===== src/verilog/csc_pkg.sv =====
// Package: register map, field positions and event carriers for status capture
package csc_pkg;

    // Register byte offsets
    localparam logic [7:0] REG_PARITY     = 8'h00;
    localparam logic [7:0] REG_CAUSE_HI   = 8'h04;
    localparam logic [7:0] REG_CAUSE      = 8'h08;
    localparam logic [7:0] REG_FAIL_ADDR  = 8'h0C;
    localparam logic [7:0] REG_FAIL_PC    = 8'h10;
    localparam logic [7:0] REG_CONTROL    = 8'h14;
    localparam logic [7:0] REG_MIRROR     = 8'h18;

    // Control register fields
    localparam int CTL_CLEAR  = 0;
    localparam int CTL_MODE_LO = 1;
    localparam logic [31:0] RESET_ZERO = 32'h0000_0000;

    // Bit n (1 = MSB) maps to index 32-n
    function automatic int bitpos(input int n);
        return 32 - n;
    endfunction

    // Check kinds
    typedef enum logic [2:0] {
        CSC_NONE    = 3'b000,
        CSC_CECC    = 3'b001,
        CSC_MCHK    = 3'b010,
        CSC_UECC    = 3'b011,
        CSC_MISSING = 3'b100,
        CSC_POWER   = 3'b101
    } csc_kind_t;

    // Per-event hardware cause indications
    typedef struct packed {
        logic       dmt_cycle_err;
        logic       arith_board_err;
        logic       cache_board_err;
        logic       mdb_even_err;
        logic       mdb_odd_err;
        logic       miss_no_module;
        logic       mab_parity_err;
        logic       mar_incremented;
        logic       addr_ind_a;
        logic       addr_ind_b;
        logic       uecc_err;
        logic       cecc_err;
        logic       cache_index_err;
        logic       cache_odd_err;
        logic       cache_even_err;
        logic       cycle_execute;
    } csc_parity_t;

    typedef struct packed {
        logic       immediate;
        logic       mem_parity;
        logic [3:0] unit_flags;    // ext, storage, instr, memctl
        logic       cs_board;
        logic       rom_parity;
        logic [2:0] backup_count;
        logic       backup_invalid;
        logic       dmt_active;
        logic       io_active;
        logic [6:0] syndrome;
        logic [2:0] mchk_code;
        logic       verify_pass;
        logic [5:0] verify_test;
    } csc_cause_t;

    typedef struct packed {
        logic        valid;
        csc_kind_t   kind;
        logic [22:0] phys_addr;
        logic [31:0] prog_cnt;
        csc_parity_t par;
        csc_cause_t  cause;
    } csc_event_t;

endpackage


===== src/verilog/csc_capture.sv =====
// Diagnostic status word capture with APB register access
//
// Contract
// - Parity bits 15-17 for transfer/board errors
// - Bits 18-19 for memory data bus
// - Bits 20-21 missing module, address parity
// - Bits 22-24 increment and indicator states
// - Bits 25-26 uncorrectable and correctable ECC
// - Bits 27-29 cache index and data parity
// - Bit 30 cycle purpose; 31-32 unused
// - Cause bits 1-4 immediate, machine, parity, missing
// - High-end bits 5-8, 11, 12 unit flags
// - Bits 9-10 qualify ECC kind
// - Backup count fields per variant, invalid bit
// - Bits 15-16 transfer and I/O active
// - Syndrome in bits 17-23 or 17-22
// - Bit 24 module from address bit 15
// - Bit 25 flags invalid failing address
// - Machine check code bits 5-7, bit 8
// - Self-verify pass and test per variant
// - Failing address valid only ECC/missing
// - Address priority missing, machine/UECC, CECC
// - Program counter priority, always valid
// - Mirror copy on every non-power check
// - Report mode from two-bit modals field
//
// Our own choices: the APB register port and the placing of the registers.
`timescale 1ns/100ps

module csc_capture (
    input  wire logic                pclk,
    input  wire logic                presetn,
    input  wire logic                psel,
    input  wire logic                penable,
    input  wire logic                pwrite,
    input  wire logic [7:0]          paddr,
    input  wire logic [31:0]         pwdata,
    input  wire logic                mid_range,
    input  wire csc_pkg::csc_event_t chk_event,
    output logic      [31:0]         prdata,
    output logic                     pready,
    output logic                     pslverr,
    output logic      [1:0]          check_report_mode,
    output logic                     mirror_we,
    output logic      [2:0]          mirror_index,
    output logic      [31:0]         mirror_data
);

    logic [31:0] parity_r;
    logic [31:0] cause_hi_r;
    logic [31:0] cause_r;
    logic [31:0] fail_addr_r;
    logic [31:0] fail_pc_r;
    logic [2:0]  held_kind_r;
    logic        mirror_busy_r;
    logic [2:0]  mirror_sel;
    logic [31:0] parity_nxt;
    logic [31:0] cause_hi_nxt;
    logic [31:0] cause_nxt;
    logic        take_addr;
    logic        addr_valid;
    logic        evt_sets;
    logic        acc_w;
    logic        sw_clear;

    // Priority rank of a check kind for address and counter holding
    function automatic logic [1:0] rank(input logic [2:0] k);
        unique case (k)
            3'(csc_pkg::CSC_MISSING): rank = 2'h3;
            3'(csc_pkg::CSC_MCHK),
            3'(csc_pkg::CSC_UECC):    rank = 2'h2;
            3'(csc_pkg::CSC_CECC):    rank = 2'h1;
            default:                  rank = 2'h0;
        endcase
    endfunction

    // Power failure does not touch the status word
    assign evt_sets = chk_event.valid &&
                      (chk_event.kind != csc_pkg::CSC_POWER) &&
                      (chk_event.kind != csc_pkg::CSC_NONE);
    assign acc_w    = psel && penable && pwrite;
    assign sw_clear = acc_w && (paddr == csc_pkg::REG_CONTROL) &&
                      pwdata[csc_pkg::CTL_CLEAR];

    assign addr_valid = (chk_event.kind == csc_pkg::CSC_CECC) ||
                        (chk_event.kind == csc_pkg::CSC_UECC) ||
                        (chk_event.kind == csc_pkg::CSC_MISSING);
    // priority rank keeps the stronger check
    assign take_addr  = evt_sets &&
                        (rank(3'(chk_event.kind)) >= rank(held_kind_r));

    // bit numbers through bitpos, MSB first
    always_comb begin
        parity_nxt = RESET_ZERO_W();
        parity_nxt[csc_pkg::bitpos(15)] = chk_event.par.dmt_cycle_err;
        parity_nxt[csc_pkg::bitpos(16)] = chk_event.par.arith_board_err;
        parity_nxt[csc_pkg::bitpos(17)] = chk_event.par.cache_board_err;
        parity_nxt[csc_pkg::bitpos(18)] = chk_event.par.mdb_even_err;
        parity_nxt[csc_pkg::bitpos(19)] = chk_event.par.mdb_odd_err;
        parity_nxt[csc_pkg::bitpos(20)] = chk_event.par.miss_no_module;
        parity_nxt[csc_pkg::bitpos(21)] = chk_event.par.mab_parity_err;
        parity_nxt[csc_pkg::bitpos(22)] = chk_event.par.mar_incremented;
        parity_nxt[csc_pkg::bitpos(23)] = chk_event.par.addr_ind_a;
        parity_nxt[csc_pkg::bitpos(24)] = chk_event.par.addr_ind_b;
        parity_nxt[csc_pkg::bitpos(25)] = chk_event.par.uecc_err;
        parity_nxt[csc_pkg::bitpos(26)] = chk_event.par.cecc_err;
        parity_nxt[csc_pkg::bitpos(27)] = chk_event.par.cache_index_err;
        parity_nxt[csc_pkg::bitpos(28)] = chk_event.par.cache_odd_err;
        parity_nxt[csc_pkg::bitpos(29)] = chk_event.par.cache_even_err;
        // cycle purpose, bits 31-32 left zero
        parity_nxt[csc_pkg::bitpos(30)] = chk_event.par.cycle_execute;
    end

    function automatic logic [31:0] RESET_ZERO_W();
        return csc_pkg::RESET_ZERO;
    endfunction

    // Common cause fields shared by both variants
    always_comb begin
        cause_nxt    = RESET_ZERO_W();
        cause_hi_nxt = RESET_ZERO_W();
        cause_nxt[csc_pkg::bitpos(1)] = chk_event.cause.immediate;
        cause_nxt[csc_pkg::bitpos(2)] =
            (chk_event.kind == csc_pkg::CSC_MCHK);
        cause_nxt[csc_pkg::bitpos(3)] = chk_event.cause.mem_parity;
        cause_nxt[csc_pkg::bitpos(4)] =
            (chk_event.kind == csc_pkg::CSC_MISSING);
        cause_nxt[csc_pkg::bitpos(9)]  =
            (chk_event.kind == csc_pkg::CSC_UECC);
        cause_nxt[csc_pkg::bitpos(10)] =
            (chk_event.kind == csc_pkg::CSC_CECC);
        cause_nxt[csc_pkg::bitpos(15)] = chk_event.cause.dmt_active;
        cause_nxt[csc_pkg::bitpos(16)] = chk_event.cause.io_active;
        // interleave module from address bit 15
        cause_nxt[csc_pkg::bitpos(24)] = chk_event.phys_addr[15];
        cause_nxt[csc_pkg::bitpos(25)] = !addr_valid;
        cause_hi_nxt = cause_nxt;
        cause_hi_nxt[csc_pkg::bitpos(5):csc_pkg::bitpos(8)] =
            chk_event.cause.unit_flags;
        cause_hi_nxt[csc_pkg::bitpos(11)] = chk_event.cause.cs_board;
        cause_hi_nxt[csc_pkg::bitpos(12)] = chk_event.cause.rom_parity;
        // two-bit backup count on high end
        cause_hi_nxt[csc_pkg::bitpos(13):csc_pkg::bitpos(14)] =
            chk_event.cause.backup_count[1:0];
        cause_hi_nxt[csc_pkg::bitpos(17):csc_pkg::bitpos(23)] =
            chk_event.cause.syndrome;
        // machine check code; bit 8 cleared on detection
        cause_nxt[csc_pkg::bitpos(5):csc_pkg::bitpos(7)] =
            chk_event.cause.mchk_code;
        cause_nxt[csc_pkg::bitpos(8)] = 1'b0;
        cause_nxt[csc_pkg::bitpos(11)] = chk_event.cause.backup_invalid;
        cause_nxt[csc_pkg::bitpos(12):csc_pkg::bitpos(14)] =
            chk_event.cause.backup_count;
        cause_nxt[csc_pkg::bitpos(17):csc_pkg::bitpos(22)] =
            chk_event.cause.syndrome[5:0];
        if (mid_range) begin
            cause_nxt[csc_pkg::bitpos(26)] = chk_event.cause.verify_pass;
            cause_nxt[csc_pkg::bitpos(27):csc_pkg::bitpos(32)] =
                chk_event.cause.verify_test;
        end else begin
            cause_nxt[csc_pkg::bitpos(27)] = chk_event.cause.verify_pass;
            cause_nxt[csc_pkg::bitpos(28):csc_pkg::bitpos(32)] =
                chk_event.cause.verify_test[4:0];
        end
    end

    // Parity accumulates over checks, cause words hold the latest; a clear with an event leaves only the new parity bits
    always_ff @(posedge pclk or negedge presetn) begin
        if (!presetn) begin
            parity_r   <= csc_pkg::RESET_ZERO;
            cause_hi_r <= csc_pkg::RESET_ZERO;
            cause_r    <= csc_pkg::RESET_ZERO;
        end else if (evt_sets) begin
            parity_r   <= (sw_clear ? csc_pkg::RESET_ZERO : parity_r)
                          | parity_nxt;
            cause_hi_r <= cause_hi_nxt;
            cause_r    <= cause_nxt;
        end else if (sw_clear) begin
            parity_r   <= csc_pkg::RESET_ZERO;
            cause_hi_r <= csc_pkg::RESET_ZERO;
            cause_r    <= csc_pkg::RESET_ZERO;
        end
    end

    always_ff @(posedge pclk or negedge presetn) begin
        if (!presetn) begin
            fail_addr_r <= csc_pkg::RESET_ZERO;
            fail_pc_r   <= csc_pkg::RESET_ZERO;
            held_kind_r <= 3'h0;
        end else if (take_addr) begin
            fail_addr_r <= {9'h000, chk_event.phys_addr};
            // counter always captured with same priority
            fail_pc_r   <= chk_event.prog_cnt;
            held_kind_r <= 3'(chk_event.kind);
        end else if (sw_clear) begin
            held_kind_r <= 3'h0;
        end
    end

    always_ff @(posedge pclk or negedge presetn) begin
        if (!presetn) begin
            check_report_mode <= 2'h0;
        end else if (acc_w && (paddr == csc_pkg::REG_CONTROL)) begin
            check_report_mode <=
                pwdata[csc_pkg::CTL_MODE_LO +: 2];
        end
    end

    // Word shown next, so data lines up with the index beside it
    assign mirror_sel = mirror_we ? mirror_index + 3'h1 : mirror_index;

    // mirror sweep of the four words after each non-power check
    always_ff @(posedge pclk or negedge presetn) begin
        if (!presetn) begin
            mirror_busy_r <= 1'b0;
            mirror_index  <= 3'h0;
            mirror_we     <= 1'b0;
            mirror_data   <= csc_pkg::RESET_ZERO;
        end else if (evt_sets) begin
            mirror_busy_r <= 1'b1;
            mirror_index  <= 3'h0;
            mirror_we     <= 1'b0;
        end else if (mirror_busy_r) begin
            mirror_we <= 1'b1;
            unique case (mirror_sel)
                3'h0:    mirror_data <= parity_r;
                3'h1:    mirror_data <= mid_range ? cause_r : cause_hi_r;
                3'h2:    mirror_data <= fail_addr_r;
                default: mirror_data <= fail_pc_r;
            endcase
            if (mirror_we) begin
                mirror_index <= mirror_sel;
            end
            if (mirror_we && (mirror_index == 3'h3)) begin
                mirror_busy_r <= 1'b0;
                mirror_we     <= 1'b0;
            end
        end else begin
            mirror_we <= 1'b0;
        end
    end

    // APB read; zero wait states, unmapped reads error
    always_ff @(posedge pclk or negedge presetn) begin
        if (!presetn) begin
            prdata  <= csc_pkg::RESET_ZERO;
            pready  <= 1'b0;
            pslverr <= 1'b0;
        end else begin
            pready  <= psel && !penable;
            pslverr <= 1'b0;
            prdata  <= csc_pkg::RESET_ZERO;
            if (psel && !penable) begin
                unique case (paddr)
                    csc_pkg::REG_PARITY:    prdata <= parity_r;
                    csc_pkg::REG_CAUSE_HI:  prdata <= cause_hi_r;
                    csc_pkg::REG_CAUSE:     prdata <= cause_r;
                    csc_pkg::REG_FAIL_ADDR: prdata <= fail_addr_r;
                    csc_pkg::REG_FAIL_PC:   prdata <= fail_pc_r;
                    csc_pkg::REG_CONTROL:
                        prdata <= {29'h0000_0000, check_report_mode, 1'b0};
                    csc_pkg::REG_MIRROR:
                        prdata <= {28'h000_0000, mirror_busy_r, mirror_index};
                    default: pslverr <= 1'b1;
                endcase
            end
        end
    end

    // Helper: cycles the mirror has been busy
    logic [3:0] busy_cnt;
    always_ff @(posedge pclk or negedge presetn) begin
        if (!presetn) begin
            busy_cnt <= 4'h0;
        end else begin
            busy_cnt <= (mirror_busy_r && !evt_sets) ?
                        busy_cnt + 4'h1 : 4'h0;
        end
    end
endmodule


===== config.mk =====
export PLATFORM = sky130hd
export DESIGN_NAME = csc_capture
export DESIGN_NICKNAME = d
export VERILOG_FILES = /design/src/verilog/csc_pkg.sv /design/src/verilog/csc_capture.sv
export SDC_FILE = /design/constraint.sdc
export NUM_CORES = 1
export LEC_CHECK = 0
export BUFFER_PORTS_ARGS = -buffer_cell sky130_fd_sc_hd__buf_4
export CAP_MARGIN = 20
export CELL_PAD_IN_SITES_DETAIL_PLACEMENT = 0
export CELL_PAD_IN_SITES_GLOBAL_PLACEMENT = 1
export CORE_MARGIN = 4
export CORE_UTILIZATION = 25
export CTS_CLUSTER_SIZE = 40
export DETAILED_ROUTE_END_ITERATION = 10
export PLACE_DENSITY = 0.55
export SLEW_MARGIN = 5
export SYNTH_ARGS = -nofsm -noshare
export SYNTH_HDL_FRONTEND = slang
export SYNTH_SLANG_ARGS = --single-unit

===== constraint.sdc =====
create_clock -name pclk -period 3.8 [get_ports pclk]
set_input_delay 0.57 -clock pclk [delete_from_list [all_inputs] [get_ports pclk]]
set_output_delay 0.57 -clock pclk [all_outputs]
set_load 0.1 [all_outputs]

==> results.rst <==
.. list-table::
   :header-rows: 1

   * - Metric
     - Value
   * - Count of hold buffers inserted by post-cts repair
     - 0
   * - Initial cell density of the core
     - between 20% and 30%
   * - Largest stage delay on the critical path
     - 0.59 ns
   * - Path type of the worst setup path
     - reg2reg
   * - Unique cell type count in the Yosys netlist
     - 63
   * - XOR/XNOR share of the synthesized area
     - less than 1%
   * - Minimum setup slack in the final design
     - around 0.97 ns
   * - Fraction of layout instances using a drive strength above 1
     - 34.30%
   * - Die Y-Extent
     - 196.7 µm
   * - Leak Pwr
     - about 5 nW
   * - Cell area after placement
     - 10730 µm²
   * - Layout Cell Area excl Fill
     - between 10000 and 15000 µm²
   * - Maximum fanout along the worst path
     - 13
   * - Total half-perimeter wirelength after legalization and detailed placement
     - 24210 µm
   * - Final total negative setup slack
     - 0 ns
   * - Unrepaired setup endpoints after global routing
     - no
   * - Post-synthesis instance total
     - just under 800
   * - Initial antenna violation count
     - 3
   * - Portion of synthesized cell area occupied by the leading cell type
     - slightly above 50%
   * - Global-route wire length before repair
     - between 50000 and 60000 µm
   * - Critical Path Stages
     - 6
   * - Number of ports placed on the die boundary
     - ~220
   * - Achievable frequency
     - between 300 and 400 MHz
   * - Detail Route met3 WL
     - around 2200 µm
   * - Endpoint arrival time on the critical path
     - between 3 and 4 ns
   * - Post-layout power
     - around 9.0 mW
   * - Net Count, Synth
     - 950
   * - Capturing element type of the critical path
     - register
   * - Worst Hold Slack
     - approximately 0.26 ns
   * - Simple-Gate Fraction of Synth Area
     - between 10% and 20%
   * - DRC
     - 0
   * - Cell type with the largest total area after synthesis
     - sky130_fd_sc_hd__dfrtp_1
   * - Critical Path Start Type
     - register
   * - Final period demand of the worst path
     - 2.833 ns
   * - Post-synth EDFFs
     - 0
   * - Asr flop ratio synth
     - 100.0%
   * - Final Hold Viols
     - 0
   * - Final Net Count
     - approximately 1100
   * - Register-to-Register Path Depth
     - 6
   * - Clock buffer count from CTS
     - 17
   * - Fraction of the cycle the final worst path needs
     - between 70% and 80%
   * - Final-report setup violation count
     - 0
   * - Average via count per standard cell
     - around 5.0
   * - Clock tree buffer depth
     - 2
   * - Adder-cell share of the synthesized area
     - less than 1%
   * - Resized cells post-CTS
     - 0
   * - Top Layer Used
     - met5
   * - Post-synthesis area per instance
     - roughly 11 µm²
   * - MaxCap Viol Count
     - 0
   * - Critical Path RT
     - about 4 ns
   * - Peak VDD IR
     - between 0.0003 and 0.0004 V
   * - Post-synthesis cell area
     - 8899 µm²
   * - Synth area leaders
     - sky130_fd_sc_hd__dfrtp_1 (52%), sky130_fd_sc_hd__mux2_2 (7.8%), sky130_fd_sc_hd__a22o_1 (4.1%)
   * - Clock latency at the later pin of the worst-skew pair
     - around 0.44 ns
   * - PwrDens
     - 789.7 nW/µm²
   * - Result of the run
     - complete, no violations
   * - Iteration-0 DRC count of the detailed router
     - just under 500
   * - Hold crit path type
     - in2async
   * - Number of buffers added on ports
     - around 190
   * - Number of nets with antenna violations after routing
     - 0
   * - Clock tree from TritonCTS
     - done
   * - Max-slew headroom at the worst pin
     - between 20 and 30%
   * - Number of placed instances with taps included
     - about 1400
   * - Pin count of the biggest net entering global routing
     - 106
   * - Sum of routed wire length over all layers
     - between 30000 and 40000 µm
   * - Number of synthesized register bits
     - 184
   * - Overall fraction of global-route tracks in use
     - 17.28%
   * - DR vias
     - 7080
   * - RePlAce Congestion
     - a little under 0.8
   * - Remaining Overflow, GRT
     - 0
   * - Leading register cell type out of synthesis
     - sky130_fd_sc_hd__dfrtp_1
   * - Sink count of the clock tree
     - about 180
   * - R2R Setup Slk
     - 0.97 ns
   * - Buffering stage count on the worst path with inverters included
     - 0
   * - Final clock skew
     - about 0.011 ns
   * - Filler-free cell count of the finished design
     - 1424
   * - Overall die area
     - 38680 µm²
   * - Met2 routed wirelength
     - around 14000 µm
   * - Die Width
     - between 150 and 200 µm
   * - Number of warnings issued by yosys
     - 0
   * - Sequential area share after synthesis
     - between 50% and 60%
   * - Cell family contributing the most delay on the critical path
     - simple AND/OR/NAND/NOR gates
   * - Post-synthesis mux area share
     - between 10% and 20%
   * - Util after Layout
     - ~33%
   * - Placeable core area
     - between 30000 and 40000 µm²
   * - Post-CTS repair timing setup buffer count
     - 0
   * - Vias in the first global route
     - 7276
   * - Transition time at the pin with the least slew margin
     - between 1 and 1.5 ns
   * - Clock transition at the registers of the reported paths
     - around 0.070 ns
   * - Worst path cell trace
     - ha_1, ha_1, and4_1, or2_2, a221oi_1, o2bb2ai_1
   * - CTS H-tree lvls
     - 4
   * - Combinational family with the most area after synthesis
     - compound AO/OA/AOI/OAI gates
   * - Avg WL per Cell
     - roughly 24 µm
   * - Slowest stage cell on the critical path
     - sky130_fd_sc_hd__dfrtp_1
   * - Synth Area in Compound Gates
     - around a fifth
   * - Floorplan row count
     - 68
   * - Initial DRT Pass Iterations
     - 5
   * - Cell at the root of the clock tree
     - sky130_fd_sc_hd__clkbuf_16
   * - Area delta synth->final
     - 27.50%
   * - Max-slew violation count
     - 0
   * - Post-Place Worst Slack
     - approximately 1 ns
   * - Routed length on met1
     - 16310 µm
   * - Most used cell, CP
     - sky130_fd_sc_hd__ha_1
kinds of logic after synthesis:
| family | count (synthesis) |
|---|---|
| muxes | 88 |
| and+or+nand+nor | 204 |
| DFF | 184 |
| buffers and inverters | 77 |
| xor gates and xnor gates | 5 |
| AOI/OAI and AO/OA | 232 |
| adders and majority gates | 4 |
worst register-to-register path, stage by stage (launching register included):
cell and delay [ns]:
sky130_fd_sc_hd__dfrtp_1 0.59, sky130_fd_sc_hd__ha_1 0.31, sky130_fd_sc_hd__ha_1 0.37, sky130_fd_sc_hd__and4_1 0.40, sky130_fd_sc_hd__or2_2 0.51, sky130_fd_sc_hd__a221oi_1 0.41
sky130_fd_sc_hd__o2bb2ai_1 0.12
synth_stat cells, drive strengths merged, types with 4 or more instances:
library cell / count
a22o: 42
o211a: 8
a221oi: 5
a21oi: 47
and2: 5
inv: 6
o21ai: 33
nor4b: 5
a222oi: 11
o211ai: 14
clkbuf: 27
o2bb2ai: 14
nand2b: 6
nand3: 41
mux2: 79
nand2: 82
ha: 4
buf: 44
and4: 6
a32o: 4
nor2: 31
nand4: 5
a22oi: 35
dfrtp: 184
nor2b: 7
mux2i: 9
area by class of cell:
class	count	area [µm²]
clock buffer	22	474.2
tap	455	569.3
fill	3601	23450
antenna	1	2.502
multi-input combinational	533	3906
sequential	184	4604
clock inverter	9	116.4
timing repair buffer	214	1650
inverter	6	22.52
layer usage:
layer,vias up,track usage (%)
met1,3528,25.75
met4,2,5.110
li1,3277,-
met5,-,0
met2,238,24.56
met3,35,4.598
sequential cells by signal (all words and copies together), names as in the netlist:
register,flops
cause_hi_r,24
cause_r,13
held_kind_r,3
fail_addr_r,23
mirror_busy_r,1
mirror_we,1
check_report_mode,2
pslverr,1
parity_r,16
mirror_index,3
pready,1
fail_pc_r,32
mirror_data,32
prdata,32
power by group:
group          internal [mW]  switching [mW]
logic                   1.31            2.71
clock network           1.03           0.812
registers               2.53           0.576
placed cells by master, fill, tap and decap left out, drive strengths merged, types with 2 or more instances in the layout:
cell type	count
nor4	3
o2bb2ai	14
nand2	82
a32o	4
a22oi	35
a222oi	11
o31ai	3
a32oi	3
nand3	41
mux2	79
nand2b	6
a21oi	47
a31oi	3
xor2	3
o211a	8
dfrtp	184
xnor2	2
and2	5
a211oi	2
and4	6
a221oi	5
nor3	2
ha	4
or2	3
o21ai	33
inv	8
o211ai	14
a22o	42
bufinv	2
and3	2
nor4b	5
clkbuf	23
buf	213
nor2	31
nand4	5
clkinvlp	4
nor2b	7
mux2i	9
o2111ai	3
path summary, 6_finish.rpt:
| check | start | to |
|---|---|---|
| max in group asynchronous | presetn | cause_hi_r[26] |
| min reg2reg | mirror_data[17] | mirror_data[17] |
| min | presetn | prdata[18] |
| max reg2reg | mirror_index[0] | mirror_data[13] |
| max | mirror_index[0] | mirror_data[13] |
| min in group pclk | chk_event[13] | cause_hi_r[12] |
Power figures use the tool's default switching activity.
